==> src/common/ivg_map.svh <==
// register map, field positions, reset values and codes of the vector generator
//****************************************************************
// Summary of operation
// post highest pending unmasked level only
// core acknowledges with level on address bits
// recognise acknowledge, supply vector number
// vector is five base bits plus level
// one vector per level, seven in all
// higher level preempts, lower or equal waits
// software orders sources sharing one level
// mask blocks posting, pending stays readable
// software keeps vectors within user region
// unwritten base returns uninitialised vector
// mask bit one disables, zero enables
// edge requests cleared by writing one
// outside devices never supply a vector
// drive vector only during matching acknowledge
//****************************************************************
`ifndef IVG_MAP_SVH
`define IVG_MAP_SVH

//****************************************************************
// sizes
//****************************************************************
`define IVG_NUM_EXT 4
`define IVG_NUM_PER 4
`define IVG_NUM_SRC 8
`define IVG_NUM_EV 3
`define IVG_LVL_BITS 3
`define IVG_LVL_FIELD 4
`define IVG_ADDR_BITS 8

//****************************************************************
// byte offsets
//****************************************************************
`define IVG_ADDR_VECBASE 8'h00
`define IVG_ADDR_CTRL 8'h04
`define IVG_ADDR_MASK 8'h08
`define IVG_ADDR_PEND 8'h0c
`define IVG_ADDR_LEVEL 8'h10
`define IVG_ADDR_EVSTAT 8'h14
`define IVG_ADDR_EVMASK 8'h18
`define IVG_ADDR_STATE 8'h1c

//****************************************************************
// fields
//****************************************************************
`define IVG_VB_LSB 3
`define IVG_CTRL_POL_LSB 0
`define IVG_CTRL_EDGE_LSB 4
`define IVG_STATE_OE_BIT 3
`define IVG_EV_VEC 0
`define IVG_EV_UNINIT 1
`define IVG_EV_EDGE 2

//****************************************************************
// reset values and codes
//****************************************************************
`define IVG_MASK_RST 8'hff
`define IVG_LEVEL_RST 32'h0000_0000
`define IVG_UNINIT_VEC 8'h0f

`endif

==> src/common/ivg_pkg.sv <==
// types shared by the vector generator and its bench
package ivg_pkg;
  `include "ivg_map.svh"

  typedef struct packed {
    logic psel;
    logic penable;
    logic pwrite;
    logic [`IVG_ADDR_BITS-1:0] paddr;
    logic [31:0] pwdata;
  } apb_req_type;

  typedef struct packed {
    logic pready;
    logic [31:0] prdata;
    logic pslverr;
  } apb_rsp_type;

  typedef struct packed {
    logic valid;
    logic [`IVG_LVL_BITS-1:0] level;
  } iack_type;

  typedef struct packed {
    logic oe;
    logic [7:0] data;
  } vec_out_type;

  typedef struct packed {
    apb_rsp_type apbRsp;
    logic [4:0] vecBase;
    logic vbWritten;
    logic [`IVG_NUM_EXT-1:0] polarity;
    logic [`IVG_NUM_EXT-1:0] edgeMode;
    logic [`IVG_NUM_SRC-1:0] mask;
    logic [31:0] levels;
    logic [`IVG_NUM_EV-1:0] evStatus;
    logic [`IVG_NUM_EV-1:0] evMask;
    logic [`IVG_NUM_SRC-1:0] pend;
    logic [`IVG_NUM_EXT-1:0] prevActive;
    logic [`IVG_LVL_BITS-1:0] posted;
    vec_out_type vec;
    logic irq;
  } state_type;
endpackage

==> src/rtl/pin_sync.sv <==
// three-stage synchroniser for request pins with agreement filter
`timescale 1ns/1ps
module pin_sync #(
  parameter int WIDTH = 4
) (
  input wire logic clock,
  input wire logic sys_rst,
  input wire logic [WIDTH-1:0] pinIn,
  output logic [WIDTH-1:0] pinOut
);
  typedef struct packed {
    logic [WIDTH-1:0] s1;
    logic [WIDTH-1:0] s2;
    logic [WIDTH-1:0] s3;
    logic [WIDTH-1:0] held;
  } sync_type;

  sync_type s_q;
  sync_type s_d;

  //****************************************************************
  // next state
  //****************************************************************
  always_comb
  begin
    s_d = s_q;
    s_d.s1 = pinIn;
    s_d.s2 = s_q.s1;
    s_d.s3 = s_q.s2;
    // only stages two and three are compared; stage one may be metastable
    for (int i = 0; i < WIDTH; i++)
    begin
      if (s_q.s2[i] == s_q.s3[i])
      begin
        s_d.held[i] = s_q.s3[i];
      end
    end
  end

  always_ff @(posedge clock or posedge sys_rst)
  begin
    if (sys_rst)
    begin
      // request pins idle high on their pull-ups; zero here fakes an edge
      s_q <= '1;
    end
    else
    begin
      s_q <= s_d;
    end
  end

  assign pinOut = s_q.held;
endmodule

==> src/rtl/level_interrupt_vector_gen.sv <==
// level-ranked interrupt controller core with vector generation
`timescale 1ns/1ps
`include "ivg_map.svh"
module level_interrupt_vector_gen (
  input wire logic clock,
  input wire logic sys_rst,
  input ivg_pkg::apb_req_type apbReq,
  output ivg_pkg::apb_rsp_type apbRsp,
  input wire logic [`IVG_NUM_EXT-1:0] extIrqPin,
  input wire logic [`IVG_NUM_PER-1:0] periphReq,
  input ivg_pkg::iack_type iackReq,
  output ivg_pkg::vec_out_type vecOut,
  output logic [`IVG_LVL_BITS-1:0] postedLevel,
  output logic irq
);
  ivg_pkg::state_type s_q;
  ivg_pkg::state_type s_d;
  logic [`IVG_NUM_EXT-1:0] extSync;
  logic [`IVG_NUM_EXT-1:0] extActive;
  logic [`IVG_LVL_BITS-1:0] srcLevel [`IVG_NUM_SRC];

  //****************************************************************
  // pin synchronisers
  //****************************************************************
  pin_sync #(
    .WIDTH(`IVG_NUM_EXT)
  ) extSyncInst (
    .clock(clock),
    .sys_rst(sys_rst),
    .pinIn(extIrqPin),
    .pinOut(extSync)
  );

  //****************************************************************
  // per-source decode
  //****************************************************************
  for (genvar g = 0; g < `IVG_NUM_SRC; g++)
  begin : perSrc
    assign srcLevel[g] =
      s_q.levels[g*`IVG_LVL_FIELD +: `IVG_LVL_BITS];
    if (g < `IVG_NUM_EXT)
    begin : extPin
      // polarity one: high is active; zero: low is active
      assign extActive[g] = extSync[g] ~^ s_q.polarity[g];
    end
  end

  //****************************************************************
  // next state
  //****************************************************************
  always_comb
  begin
    logic setupPh;
    logic accessPh;
    logic wrEn;
    logic hit;
    logic [31:0] rdData;
    logic [`IVG_NUM_SRC-1:0] pendClr;
    logic [`IVG_NUM_EV-1:0] evSet;
    logic [`IVG_NUM_EV-1:0] evClr;
    logic [`IVG_LVL_BITS-1:0] best;
    logic ackHit;

    setupPh = 1'b0;
    accessPh = 1'b0;
    wrEn = 1'b0;
    hit = 1'b0;
    rdData = 32'h0000_0000;
    pendClr = '0;
    evSet = '0;
    evClr = '0;
    best = '0;
    ackHit = 1'b0;
    s_d = s_q;

    //**************************************************************
    // apb slave: ready is raised in setup so every access is one cycle
    //**************************************************************
    setupPh = apbReq.psel & ~apbReq.penable;
    accessPh = apbReq.psel & apbReq.penable & s_q.apbRsp.pready;
    unique case (apbReq.paddr)
      `IVG_ADDR_VECBASE:
      begin
        hit = 1'b1;
        rdData[7:`IVG_VB_LSB] = s_q.vecBase;
      end
      `IVG_ADDR_CTRL:
      begin
        hit = 1'b1;
        rdData[`IVG_CTRL_POL_LSB +: `IVG_NUM_EXT] = s_q.polarity;
        rdData[`IVG_CTRL_EDGE_LSB +: `IVG_NUM_EXT] = s_q.edgeMode;
      end
      `IVG_ADDR_MASK:
      begin
        hit = 1'b1;
        rdData[`IVG_NUM_SRC-1:0] = s_q.mask;
      end
      `IVG_ADDR_PEND:
      begin
        hit = 1'b1;
        rdData[`IVG_NUM_SRC-1:0] = s_q.pend;
      end
      `IVG_ADDR_LEVEL:
      begin
        hit = 1'b1;
        rdData = s_q.levels;
      end
      `IVG_ADDR_EVSTAT:
      begin
        hit = 1'b1;
        rdData[`IVG_NUM_EV-1:0] = s_q.evStatus;
      end
      `IVG_ADDR_EVMASK:
      begin
        hit = 1'b1;
        rdData[`IVG_NUM_EV-1:0] = s_q.evMask;
      end
      `IVG_ADDR_STATE:
      begin
        hit = 1'b1;
        rdData[`IVG_LVL_BITS-1:0] = s_q.posted;
        rdData[`IVG_STATE_OE_BIT] = s_q.vec.oe;
      end
      default:
      begin
        hit = 1'b0;
      end
    endcase
    s_d.apbRsp.pready = setupPh;
    s_d.apbRsp.prdata = setupPh ? rdData : 32'h0000_0000;
    s_d.apbRsp.pslverr = setupPh & ~hit;

    // writes land only at the completing edge; unmapped ones are dropped
    wrEn = accessPh & apbReq.pwrite & hit;
    if (wrEn)
    begin
      unique case (apbReq.paddr)
        `IVG_ADDR_VECBASE:
        begin
          s_d.vecBase = apbReq.pwdata[7:`IVG_VB_LSB];
          s_d.vbWritten = 1'b1;
        end
        `IVG_ADDR_CTRL:
        begin
          s_d.polarity =
            apbReq.pwdata[`IVG_CTRL_POL_LSB +: `IVG_NUM_EXT];
          s_d.edgeMode =
            apbReq.pwdata[`IVG_CTRL_EDGE_LSB +: `IVG_NUM_EXT];
        end
        `IVG_ADDR_MASK:
        begin
          s_d.mask = apbReq.pwdata[`IVG_NUM_SRC-1:0];
        end
        `IVG_ADDR_PEND:
        begin
          pendClr = apbReq.pwdata[`IVG_NUM_SRC-1:0];
        end
        `IVG_ADDR_LEVEL:
        begin
          s_d.levels = apbReq.pwdata;
        end
        `IVG_ADDR_EVSTAT:
        begin
          evClr = apbReq.pwdata[`IVG_NUM_EV-1:0];
        end
        `IVG_ADDR_EVMASK:
        begin
          s_d.evMask = apbReq.pwdata[`IVG_NUM_EV-1:0];
        end
        default:
        begin
          s_d.evMask = s_q.evMask;
        end
      endcase
    end

    //**************************************************************
    // request capture
    //**************************************************************
    for (int i = 0; i < `IVG_NUM_EXT; i++)
    begin
      if (s_q.edgeMode[i])
      begin
        // a new edge in the clearing cycle wins over the clear
        if (extActive[i] & ~s_q.prevActive[i])
        begin
          s_d.pend[i] = 1'b1;
          evSet[`IVG_EV_EDGE] = 1'b1;
        end
        else if (pendClr[i])
        begin
          s_d.pend[i] = 1'b0;
        end
      end
      else
      begin
        // level mode follows the pin; clears are ignored
        s_d.pend[i] = extActive[i];
      end
    end
    s_d.prevActive = extActive;
    for (int i = 0; i < `IVG_NUM_PER; i++)
    begin
      s_d.pend[`IVG_NUM_EXT+i] = periphReq[i];
    end

    //**************************************************************
    // ranking: sources sharing a level fold into one post
    //**************************************************************
    for (int i = 0; i < `IVG_NUM_SRC; i++)
    begin
      if (s_q.pend[i] & ~s_q.mask[i] & (srcLevel[i] > best))
      begin
        best = srcLevel[i];
      end
    end
    // a higher arrival replaces the post at once; the core's own mask
    // keeps equal or lower levels waiting
    s_d.posted = best;

    //**************************************************************
    // acknowledge cycle
    //**************************************************************
    // the core holds valid with the serviced level for the cycle
    ackHit = iackReq.valid & (iackReq.level == s_q.posted) &
      (s_q.posted != '0);
    s_d.vec.oe = ackHit;
    if (ackHit)
    begin
      if (s_q.vbWritten)
      begin
        s_d.vec.data = {s_q.vecBase, s_q.posted};
      end
      else
      begin
        s_d.vec.data = `IVG_UNINIT_VEC;
      end
      if (~s_q.vec.oe)
      begin
        evSet[`IVG_EV_VEC] = 1'b1;
        evSet[`IVG_EV_UNINIT] = ~s_q.vbWritten;
      end
    end
    else
    begin
      s_d.vec.data = 8'h00;
    end

    //**************************************************************
    // event status: set beats clear
    //**************************************************************
    s_d.evStatus = (s_q.evStatus & ~evClr) | evSet;
    s_d.irq = |(s_d.evStatus & s_q.evMask);
  end

  //****************************************************************
  // state register
  //****************************************************************
  always_ff @(posedge clock or posedge sys_rst)
  begin
    if (sys_rst)
    begin
      s_q <= '0;
      s_q.mask <= `IVG_MASK_RST;
      s_q.levels <= `IVG_LEVEL_RST;
    end
    else
    begin
      s_q <= s_d;
    end
  end

  assign apbRsp = s_q.apbRsp;
  assign vecOut = s_q.vec;
  assign postedLevel = s_q.posted;
  assign irq = s_q.irq;
endmodule

==> config.mk <==
export PLATFORM = sky130hd
export DESIGN_NAME = level_interrupt_vector_gen
export DESIGN_NICKNAME = d
export VERILOG_FILES = /design/src/common/ivg_pkg.sv /design/src/rtl/pin_sync.sv /design/src/rtl/level_interrupt_vector_gen.sv
export VERILOG_INCLUDE_DIRS = /design/src /design/src/common
export SDC_FILE = /design/constraint.sdc
export NUM_CORES = 1
export LEC_CHECK = 0
export ABC_AREA = 1
export BUFFER_PORTS_ARGS = -buffer_cell sky130_fd_sc_hd__buf_2
export CORE_MARGIN = 4
export CORE_UTILIZATION = 51
export DETAILED_ROUTE_END_ITERATION = 10
export PLACE_DENSITY = 0.76
export RECOVER_POWER = 50
export SLEW_MARGIN = 20
export SYNTH_ARGS = -nofsm -noshare
export SYNTH_HDL_FRONTEND = slang
export SYNTH_HIERARCHICAL = 1
export SYNTH_SLANG_ARGS = --single-unit
==> constraint.sdc <==
create_clock -name clock -period 7.2 [get_ports clock]
set_input_delay 0.36 -clock clock [delete_from_list [all_inputs] [get_ports clock]]
set_output_delay 0.36 -clock clock [all_outputs]
set_load 0.02 [all_outputs]
; ---- After elaboration in Yosys (flattened, before gate mapping)
; Index checks and enable logic that the tools add are counted.
[totals]
out_inout_bits = 47
regBits = 135
in_bits = 57
elab_cells = 154
[classes]
muxes = 42
eq_ne = 16
n_reduce_logical = 9
bitwise_logic = 51
order_cmp = 8
[ops]
columns = cell, count
row1 = $eq 8x5->1 const B, 4
row2 = $mux 32, 1
row3 = $mux 3, 10
row4 = $and 1x1->1, 28
row5 = $mux 24, 1
row6 = $gt 3x3->1, 7
row7 = $mux 1, 21
row8 = $pmux 3 s7, 1
row9 = $pmux 4 s5, 1
row10 = $eq 8x4->1 const B, 2
row11 = $mux 8, 2
row12 = $not 1->1, 15
row13 = $ne 3x1->1 const B, 4
row14 = $reduce_and 2->1, 5
row15 = $eq 8x3->1 const B, 1
row16 = $logic_not 8->1, 1
row17 = $mux 4, 2
row18 = $reduce_or 8->1, 1
row19 = $and 3x3->3, 2
row20 = $pmux 1 s6, 1
row21 = $eq 1x1->1, 4
row22 = $mux 2, 2
row23 = $xnor 1x1->1, 4
row24 = $eq 3x3->1, 1
row25 = 5 further kinds, 5

; ---- Longest topological paths before layout
; Gate-level depths: netlist of the first run.
[depth]
word_depth = 25
ltp_mapped = 58
ltp_nobuf = 58

; ---- Cells and area by module
; Netlist of the first run, hierarchy kept.
[by_module_without_submodules]
columns = mod, seq_area_each_um2, cells_each, area_each_um2, n_inst
row1 = level_interrupt_vector_gen, 2987.9, 665, 5809.3, 1
row2 = pin_sync, 420.4, 37, 519.2, 1

; ---- Worst setup path after synthesis of the first run
; No wires, ideal clock.
[synth_path]
kind = register -> register
from = register s_q[63] (netlist name)
to = register s_q, in the netlist postedLevel[2]
slack_ns = 0.206
arrival_ns = 6.867
required_ns = 7.074
setup_ns = 0.126
synth_period_minus_slack_ns = 6.994
stages_incl_launch_ff = 51
n_path_buf = 0
path_cell_list = dfstp_2 -> nor2_2 -> nand2_1 -> nor2_2 -> inv_1 -> ha_1 -> nand3b_1 -> nand2_2 -> nand2_4 -> o21ai_0 -> ha_1 -> o21ai_0 -> nand3_1 -> nand3_2 -> nand2_2 -> o21ai_0 -> ha_1 -> o21ai_0 -> (+15 left out) -> nand2_2 -> nand3_1 -> and2_1 -> ha_1 -> nand3_1 -> nand3b_1 -> inv_1 -> nand2_1 -> inv_1 -> or2_2 -> o21ai_0 -> inv_1 -> ha_1 -> nand2_1 -> o21ai_0 -> nand4_1 -> nand2_1 -> o21ai_0
[synth_rtl]
columns = item, line_no
row1 = from (decl), level_interrupt_vector_gen.sv:16  ; ivg_pkg::state_type s_q;

==> flow_summary.yaml, run 1 <==
global_routing:
  grt_remaining_overflow: 0
  track_usage_pct: 22.4
  grt_start_max_net_pins: 88
  grt_pass1_wl_um: 25300
  grt_antenna_before_repair: 0
  grt_pass1_vias: 5157
worst_setup_path:
  crit_path_max_incr_delay_ns: 0.35
  setup.worst_path.end_class: "flip-flop"
  worst_r2r_path_depth: 54
  critPathMostFrequentCell: "nand2_2"
  critical_path_required_ns: 7.50
  startpoint_type: "flip-flop"
  slowest_cell_on_crit_path: "dfrtp_1"
  worstPathMaxFanout: 5
  start_to_end_type_of_the_worst_setup_path: "flip-flop to flip-flop"
  critPathArrivalTime_ns: 7.39
timing:
  timing.final.hold_violations: 0
  drv_slew: 122
  final.setup.worst_slack_ns: 0.113
  min_period_ns: 7.09
  grt_setup_unrepaired: "true"
  skew_final_ns: 0.00606
  achievable-frequency_mhz: 141
  timing_worst_slew_pin_value_ns: 4.58
  count_of_endpoints_failing_setup_in_the_final_report: 0
  final.period_utilization_pct: 98.4
  slew_headroom_pct: -205
job:
  maxCapViolCount: 2
detailed_routing:
  route.detailed.wl_per_inst_um: 16.2
  post-route-drc-count: 0
  drt-initial-drc-count: 384
  drt_pass1_iterations: 5
  vias_per_cell: 5.25
  vias: 5127
  detail-route-antenna-nets: 0
  wl_um: 15800
clock_network:
  clock_root_buffer_master: "clkbuf_16"
  ctsHtreeMaxLevel: 4
  cts_made_buffers: 17
  cts_sinks: 135
  clock_latency_ns: 0.42
  cts-root-to-sink-buffers: 2
  clk_pin_slew_ns: 0.06
  cts_tree: "built"
place:
  port_buffer_count: 103
  pre_cts_ws_ns: -0.466
  placement.cell_area_mm2: 0.00681
  gpl.final_weighted_congestion: 0.897
  detailed_place_hpwl_um: 10600
  numPlacedInstances: 932
floorplanning:
  die_height_um: 119
  placement_rows: 40
  floorplan_die_area_mm2: 0.0143
  start_util_pct: 52.5
  ios: 104
  width_of_the_die_um: 119
  coreArea_mm2: 0.0121
yosys:
  synth_top_family_by_area: "simple AND/OR/NAND/NOR gates"
  synth-edff-count: 0
  synth_compound_gate_area_share_pct: 12.1
  synth_fa_ha_area_share_pct: 2.57
  post-synth-top-area-fraction_pct: 43.9
  cell_taking_the_most_area_after_synthesis: "dfrtp_1"
  synth_top_cells_by_area: "dfrtp_1 44%, dfstp_2 10%, nand2_1 7.2%, o21ai_0 6.1%, buf_4 5.9%"
  post_synth_inst_count: 702
  synth_simple_gate_area_share_pct: 17.6
  post_synth_mux_area_share_pct: 0
  synth_sequential_area_ratio_pct: 53.9
  postSynthRegisterBits: 135
  postSynthAreaPerCell_um2: 9.02
  synthesis.nets: 772
  synth.lib_cells_used.distinct: 40
  ys_warn_count: 6
  ys.flop_type: "dfrtp_1"
  syn-cell-area_mm2: 0.00633
  synth-async-reset-ratio_pct: 100
  post_synth_xor_area_fraction_pct: 0.692
cells_and_area:
  synthToLayoutAreaGrowth_pct: 21.1
  antenna_cells: 0
  final_cell_area_mm2: 0.00766
  final_cell_count_no_fill: 977
  design.final.nets: 866
  final_layout_size_suffix_gt1_share_pct: 27.2
power_and_ir_drop:
  leakage_nw: 3.65
  power.density_cell_area_mw_per_mm2: 238
  peakVddDrop_mv: 0.188
  total_power_w: 0.00182
outcome:
  violations: "max-capacitance violations, max-slew violations"
  status: "finished with violations"
worst_hold_path:
  worst_hold_check_path_type: "primary input to flip-flop"
  worst_hold_path.num_cells: 1
[state kept, by name, indices dropped and copies added, names as in the netlist]
signal and flops:
extSyncInst/s_d 8, extSyncInst/s_q 4, apbRsp 34, vecOut 9, postedLevel 3, s_q 72, irq 1, extSyncInst/pinOut 4
[layout by cell type (no fill, tap or decap), drive strengths merged, types with 3 or more instances in the layout]
master / instances
nand2: 138
dfrtp: 111
inv: 103
buf: 90
o21ai: 79
clkbuf: 79
nor2: 38
nor3: 32
nand3: 29
a21oi: 24
dfstp: 24
ha: 13
o22ai: 7
a221oi: 7
o31ai: 6
a31oi: 4
xnor2: 3
or2: 3
clkinv: 3
[timing repair]
item | in CTS | in global routing
hold endpoints to repair | 32 | 0
buffers inserted | 0 | 12
pin swaps | 6 | 38
hold buffers | 1 | 0
cloned | 0 | 0
resized for setup | 18 | 51
setup endpoints to repair | 3 | 3
[kinds of logic (layout without fill, tap and decap cells)]
logic type | Yosys count | in the layout
xor+xnor | 5 | 5
flops | 135 | 135
fa+ha+maj | 13 | 13
compound gates | 133 | 133
simple gates | 246 | 246
buf+inv | 170 | 277
[critical path, delay by kind of cell, from the launching register on]
kind,cells,cell delay (ns)
compound gates,9,0.93
fa+ha+maj,7,1.83
buf+inv,5,0.27
flops,1,0.35
simple gates,33,3.59
[final cells by class]
type	instances	area, µm²
Timing Repair Buffer	140	732
Clock buffer	30	544
Sequential cell	135	3410
Tap cell	168	210
Fill cell	987	4400
Multi-Input combinational cell	397	2360
Inverter	105	398
Clock inverter	2	10.0
[stage by stage]
| stage | TNS, ns | hold WS [ns] | util [%] |
|---|---|---|---|
| after global routing | -0.602 | 0.0236 | 63.5 |
| after detailed placement | -1.32 | 0.348 | 56.4 |
| after CTS | 0 | 0.0261 | 61.6 |
| after floorplan | 0 | 0.345 | - |
| final | 0 | 0.0401 | 63.5 |
| after global placement | 0 | 0.345 | 56.4 |
[report_power, final]
| part | internal (W) | total (W) | switching, W |
|---|---|---|---|
| Combinational | 0.0000881 | 0.000218 | 0.000130 |
| Sequential | 0.000784 | 0.000801 | 0.0000166 |
| Clock | 0.000504 | 0.000802 | 0.000298 |
[path summary, 6_finish.rpt]
path                                           from                  end  slack, ns
worst min-delay path                   extIrqPin[3]  extSyncInst/s_d[11]       0.04
worst max-delay path                        s_q[17]       postedLevel[1]       0.11
max in group asynchronous                   sys_rst            apbRsp[9]       1.43
min in group asynchronous                   sys_rst           apbRsp[31]       0.85
worst max register to register              s_q[17]       postedLevel[1]       0.11
worst min register to register  extSyncInst/s_d[10]   extSyncInst/s_d[6]       0.36
[cells in the mapped netlist (all sizes together) (2+ instances only)]
cell and n:
nand2 138, dfrtp 111, inv 104, o21ai 79, buf 54, nor2 38, nor3 32, nand3 29
a21oi 24, dfstp 24, ha 13, clkbuf 11, a221oi 7, o22ai 7, o31ai 6, a31oi 4
or2 3, xnor2 3, a211oi 2, and2 2, nand3b 2, nand4 2, xor2 2
[metal layers]
metal  global-route usage (%)  share of wire (%)  up-vias
li1                         -                  -     2411
met1                     28.2                 42     2473
met2                     36.5                 49      209
met3                     6.98                7.1       34
met4                     7.95                2.3        0
met5                        0                  0        -
Power figures use the tool's default switching activity.
==> run 2: changes to the inputs <==
==> constraint.sdc (replaced) <==
create_clock -name clock -period 7.2 [get_ports clock]
set_input_delay 1.44 -clock clock [delete_from_list [all_inputs] [get_ports clock]]
set_output_delay 1.44 -clock clock [all_outputs]
set_load 0.02 [all_outputs]
==> run 2 against run 1 <==
  * The run still ends with max-capacitance violations, max-slew violations left
  * Sequential share of layout area fell by 0.080 points
  * Hold slack better by 0.32 ns
  * Clock-buffer cell count stayed put
  * Cell area up 0.18%
  * Critical path depth decreased by 2
  * Clock skew grew 0.0015 ns
  * Clock power increased by 1%
  * Cell count shrank 0.31%
  * Via count fell by 0.41%
  * Global-route usage is essentially flat
  * Fmax grew 1.1%
  * First-iteration DRC count increased by 7.6%
  * Largest cell class unchanged
==> flow_summary.yaml, run 2 (synthesis results as in run 1) <==
outcome:
  status: "finished with violations"
  violations: "max-capacitance violations, max-slew violations"
power_and_ir_drop:
  sw_frac_of_total_pct: 24.2
  power_frac_seq_pct: 43.8
  power.density_cell_area_mw_per_mm2: 238
  clock_power_share_pct: 44.5
  p_int_w: 0.00139
  leakage_nw: 3.81
  total_power_w: 0.00183
  switching_power_w: 0.000443
  comb_power_share_pct: 11.8
  peakVddDrop_mv: 0.166
timing:
  min_period_ns: 7.01
  timing_worst_slew_pin_value_ns: 4.30
  worst_hold_slack_ns: 0.358
  slew_headroom_pct: -187
  count_of_endpoints_failing_setup_in_the_final_report: 0
  skew_final_ns: 0.00752
  drv_slew: 122
  achievable-frequency_mhz: 143
  timing.final.hold_violations: 0
  grt_setup_unrepaired: "true"
  final.period_utilization_pct: 97.3
cells_and_area:
  register_name_with_the_most_flops: "s_q"
  mostFrequentLayoutCells: "111 x dfrtp_1, 110 x nand2_1, 101 x buf_2"
  largest_register_ffs: 72
  layout.core_utilization_pct: 63.6
  design.final.nets: 862
  mostFrequentLayoutCell: "dfrtp_1"
  final_layout_size_suffix_gt1_share_pct: 32.2
  synthToLayoutAreaGrowth_pct: 21.3
worst_setup_path:
  crit_path_max_incr_delay_ns: 0.35
  slowest_cell_on_crit_path: "dfrtp_1"
  critical_path_required_ns: 7.50
  start_to_end_type_of_the_worst_setup_path: "flip-flop to flip-flop"
  worstPathMaxFanout: 5
  critPathArrivalTime_ns: 7.31
  startpoint_type: "flip-flop"
  worst-r2r-setup-slack_ns: 0.19
  critPathMostFrequentCell: "nand2_2"
  setup.worst_path.end_class: "flip-flop"
floorplanning:
  placement_rows: 40
  start_util_pct: 52.5
  die_height_um: 119
  floorplan_die_area_mm2: 0.0143
  width_of_the_die_um: 119
  ios: 104
  coreArea_mm2: 0.0121
clock_network:
  cts_sinks: 135
  ctsHoldBuffers: 0
  clock_latency_ns: 0.41
  clk_pin_slew_ns: 0.05
  cts-root-to-sink-buffers: 2
  clock_root_buffer_master: "clkbuf_16"
  cts_tree: "built"
  ctsHtreeMaxLevel: 4
  cts_made_buffers: 17
place:
  detailed_place_hpwl_um: 10700
  port_buffer_count: 103
  gpl.final_weighted_congestion: 0.895
detailed_routing:
  post-route-drc-count: 0
  vias_per_cell: 5.24
  wl_um: 15700
  vias: 5106
  drt_pass1_iterations: 7
  route.detailed.wl_per_inst_um: 16.1
  detail-route-antenna-nets: 0
  drt-initial-drc-count: 413
global_routing:
  track_usage_pct: 22.3
  grt_antenna_before_repair: 1
  grt_remaining_overflow: 0
  grt_pass1_vias: 5176
  grt_start_max_net_pins: 82
  grt_pass1_wl_um: 25300
worst_hold_path:
  worst_hold_check_path_type: "flip-flop to flip-flop"
job:
  maxCapViolCount: 2
## run 2: path summary, 6_finish.rpt
path / startpoint / endpoint / cells after the start
max in group asynchronous: sys_rst / s_q[29] / 3
worst min register to register: extSyncInst/s_d[11] / extSyncInst/s_d[7] / 0
worst max-delay path: s_q[17] / postedLevel[0] / 52
worst min-delay path: extSyncInst/s_d[11] / extSyncInst/s_d[7] / 0
worst max register to register: s_q[17] / postedLevel[0] / 52
min in group asynchronous: sys_rst / extSyncInst/s_d[10] / 2
## run 2: repair_timing
item                                    CTS  global route
gates resized for setup                  22            40
endpoints found under the setup margin    3             3
pin swaps                                 7            44
setup buffers                             1             8
## run 2: metal layers
metal | routed length [µm] | GRT usage (%)
met3 | 1060 | 5.32
met4 | 540 | 9.88
met1 | 6640 | 29.3
met5 | 0 | 0
met2 | 7440 | 35.5
## run 2: critical path: cells and delay by family, from the launching register on
kind | cells | cell delay, ns
buffers and inverters | 4 | 0.20
AOI/OAI and AO/OA | 11 | 1.31
DFF | 1 | 0.35
and+or+nand+nor | 30 | 3.27
adders and majority gates | 7 | 1.73
## run 2: power by group through the flow
| stage | clock (W) | sequential (W) | combinational, W |
|---|---|---|---|
| 2_1_floorplan | 0 | 0.000806 | 0.000125 |
| 3_3_place_gp | 0 | 0.000814 | 0.000162 |
| 6_report | 0.000814 | 0.000801 | 0.000215 |
| 4_1_cts | 0.000821 | 0.000802 | 0.000182 |
| 3_5_place_dp | 0 | 0.000814 | 0.000174 |
| 5_1_grt | 0.000864 | 0.000802 | 0.000239 |
## run 2: area by class of cell
class | instances | area (µm²)
clock inverters | 2 | 10.0
well taps | 168 | 210
repair buffers | 136 | 757
clock buffers | 30 | 554
diodes | 1 | 2.50
flip-flops and latches | 135 | 3410
inverters | 105 | 397
multi-input cells | 397 | 2340
fillers | 964 | 4390
## run 2: stage by stage
step / setup WS (ns) / instances / cell area, µm² / TNS, ns
floorplan: 0.206 / 702 / 6330 / 0
global placement: 0.0309 / 932 / 6810 / 0
finish: 0.192 / 974 / 7670 / 0
CTS: 0.0136 / 965 / 7450 / 0
detailed placement: -0.600 / 932 / 6810 / -1.78
global route: -0.275 / 974 / 7670 / -0.896
==> run 3: changes to the inputs <==
--- a/config.mk
+++ b/config.mk
@@ -9,9 +9,10 @@
 export ABC_AREA = 1
 export BUFFER_PORTS_ARGS = -buffer_cell sky130_fd_sc_hd__buf_2
 export CORE_MARGIN = 4
-export CORE_UTILIZATION = 51
+export CORE_UTILIZATION = 53
+export CTS_BUF_LIST = sky130_fd_sc_hd__clkbuf_4
 export DETAILED_ROUTE_END_ITERATION = 10
-export PLACE_DENSITY = 0.76
+export PLACE_DENSITY = 0.79
 export RECOVER_POWER = 50
 export SLEW_MARGIN = 20
 export SYNTH_ARGS = -nofsm -noshare
==> run 3 against run 2 <==
  * The flow still finishes with violations (max-capacitance violations, max-slew violations)
  * Clock power decreased by 33%
  * Total power fell by 15%
  * Register-to-register slack got worse by 0.095 ns
  * Sequential cell count unchanged
  * Clock skew up 0.010 ns
  * Core utilization grew 0.58 points
  * Sequential share of layout area grew 1.5 points
==> flow_summary.yaml, run 3 (synthesis results as in run 1) <==
clock_network:
  cts-root-to-sink-buffers: 2
  clock_latency_ns: 0.55
  clk_pin_slew_ns: 0.12
  cts_made_buffers: 17
  cts_sinks: 135
  ctsHtreeMaxLevel: 4
  clock_root_buffer_master: "clkbuf_4"
  ctsHoldBuffers: 0
  cts_tree: "built"
power_and_ir_drop:
  switching_power_w: 0.000420
  comb_power_share_pct: 13.9
  leakage_nw: 3.71
  power.density_cell_area_mw_per_mm2: 210
  sw_frac_of_total_pct: 26.9
  power_frac_seq_pct: 51.2
  p_int_w: 0.00114
  clock_power_share_pct: 34.8
  peakVddDrop_mv: 0.119
worst_setup_path:
  crit_path_max_incr_delay_ns: 0.40
  worstPathMaxFanout: 5
  crit_end: "postedLevel[1]"
  worst_r2r_path_depth: 54
  critPathMostFrequentCell: "nand2_2"
  critical_path_required_ns: 7.70
  worstReg2RegStart: "s_q[17]"
  worst-r2r-setup-slack_ns: 0.1
  start_to_end_type_of_the_worst_setup_path: "flip-flop to flip-flop"
  startpoint_type: "flip-flop"
  slowest_cell_on_crit_path: "dfrtp_1"
  worstSetupStartpoint: "s_q[17]"
  regToRegEndpoint: "postedLevel[1]"
  setup.worst_path.end_class: "flip-flop"
  critPathArrivalTime_ns: 7.60
global_routing:
  grt_start_max_net_pins: 67
  grt_pass1_vias: 5007
  grt_antenna_before_repair: 1
  grt_remaining_overflow: 0
  grt_pass1_wl_um: 24200
  track_usage_pct: 23.1
timing:
  final.period_utilization_pct: 98.7
  slew_headroom_pct: -129
  min_period_ns: 7.10
  timing_worst_slew_pin_value_ns: 3.44
  drv_slew: 122
  skew_final_ns: 0.0177
  grt_setup_unrepaired: "true"
  achievable-frequency_mhz: 141
  worst_hold_slack_ns: 0.367
  timing.final.hold_violations: 0
  count_of_endpoints_failing_setup_in_the_final_report: 0
floorplanning:
  width_of_the_die_um: 117
  floorplan_die_area_mm2: 0.0138
  placement_rows: 39
  coreArea_mm2: 0.0116
  die_height_um: 117
  start_util_pct: 54.7
  ios: 104
outcome:
  violations: "max-capacitance violations, max-slew violations"
  status: "finished with violations"
detailed_routing:
  vias: 5096
  route.detailed.wl_per_inst_um: 16.5
  detail-route-antenna-nets: 0
  drt_pass1_iterations: 7
  drt-initial-drc-count: 417
  wl_um: 15600
  vias_per_cell: 5.39
  post-route-drc-count: 0
cells_and_area:
  register_name_with_the_most_flops: "s_q"
  synthToLayoutAreaGrowth_pct: 17.3
  largest_register_ffs: 72
  design.final.nets: 859
  final_cell_area_mm2: 0.00743
  mostFrequentLayoutCell: "dfrtp_1"
  final_layout_size_suffix_gt1_share_pct: 32.9
  mostFrequentLayoutCells: "111 x dfrtp_1, 110 x nand2_1, 100 x buf_2"
place:
  placement.cell_area_mm2: 0.00674
  detailed_place_hpwl_um: 10700
  port_buffer_count: 103
  gpl.final_weighted_congestion: 0.905
job:
  maxCapViolCount: 2
worst_hold_path:
  worst_hold_check_path_type: "flip-flop to flip-flop"
[run 3: cell types whose count changed in the layout (fill, tap and decap cells not counted), moves of 4 or more]
cell        before  now
clkbuf_8         8    0
clkinv_2         3    8
clkbuf_16       17    0
clkbuf_1         8    4
bufinv_16        0    4
clkbuf_4         0   17
clkinvlp_4       0    4
[run 3: routing by layer]
| metal | share of wire [%] | wire length, µm | GRT usage [%] |
|---|---|---|---|
| met5 | 0 | 0 | 0 |
| met4 | 1.8 | 274 | 9.40 |
| met3 | 7.2 | 1120 | 5.60 |
| met2 | 50 | 7770 | 37.5 |
| met1 | 41 | 6460 | 29.7 |
[run 3: layout make-up]
type                       instances  area (µm²)
sequential                       135        3410
multi-input combinational        397        2390
clock inverter                    15         185
clock buffer                      17         128
inverter                         105         397
timing repair buffer             133         733
tap                              143         179
fill                             954        4140
antenna                            1        2.50
[run 3: how the worst min path moves through the flow]
stage	slack, ns	end	start	cells after the start
floorplan	0.35	extSyncInst/s_d[4]	extSyncInst/s_d[8]	0
global placement	0.35	extSyncInst/s_d[7]	extSyncInst/s_d[11]	0
detailed placement	0.35	extSyncInst/s_d[7]	extSyncInst/s_d[11]	0
CTS	0.36	extSyncInst/s_d[6]	extSyncInst/s_d[10]	0
global route	0.38	extSyncInst/s_d[4]	extSyncInst/s_d[8]	0
finish	0.37	extSyncInst/s_d[5]	extSyncInst/s_d[9]	0
[run 3: timing repair]
| action | CTS | global route |
|---|---|---|
| resized for setup | 32 | 42 |
| pin swaps | 20 | 39 |
| buffers inserted | 4 | 7 |
| endpoints found under the setup margin | 3 | 3 |
[run 3: metrics by stage]
step                      total power [W]  std cells  TNS [ns]  worst slack (ns)  utilization (%)
after CTS                         0.00155        938         0           0.00103             62.1
final                             0.00156        946         0            0.0969             64.2
after global placement           0.000974        902         0            0.0491             58.2
after global routing              0.00164        946    -0.666            -0.245             64.2
after floorplan                  0.000931        702         0             0.206                -
after detailed placement         0.000987        902     -1.93            -0.656             58.2
[run 3: critical path: cells and delay by family, from the launching register on]
| family | cells | cell delay (ns) |
|---|---|---|
| buffers and inverters | 6 | 0.41 |
| DFF | 1 | 0.40 |
| adders and majority gates | 7 | 1.85 |
| and+or+nand+nor | 32 | 3.41 |
| AOI/OAI and AO/OA | 9 | 0.94 |
[run 3: power groups by stage]
stage	registers, W	clock network [W]	logic (W)
floorplan	0.000806	0	0.000125
global placement	0.000814	0	0.000160
detailed placement	0.000815	0	0.000173
CTS	0.000801	0.000555	0.000191
global route	0.000802	0.000594	0.000239
finish	0.000799	0.000544	0.000217
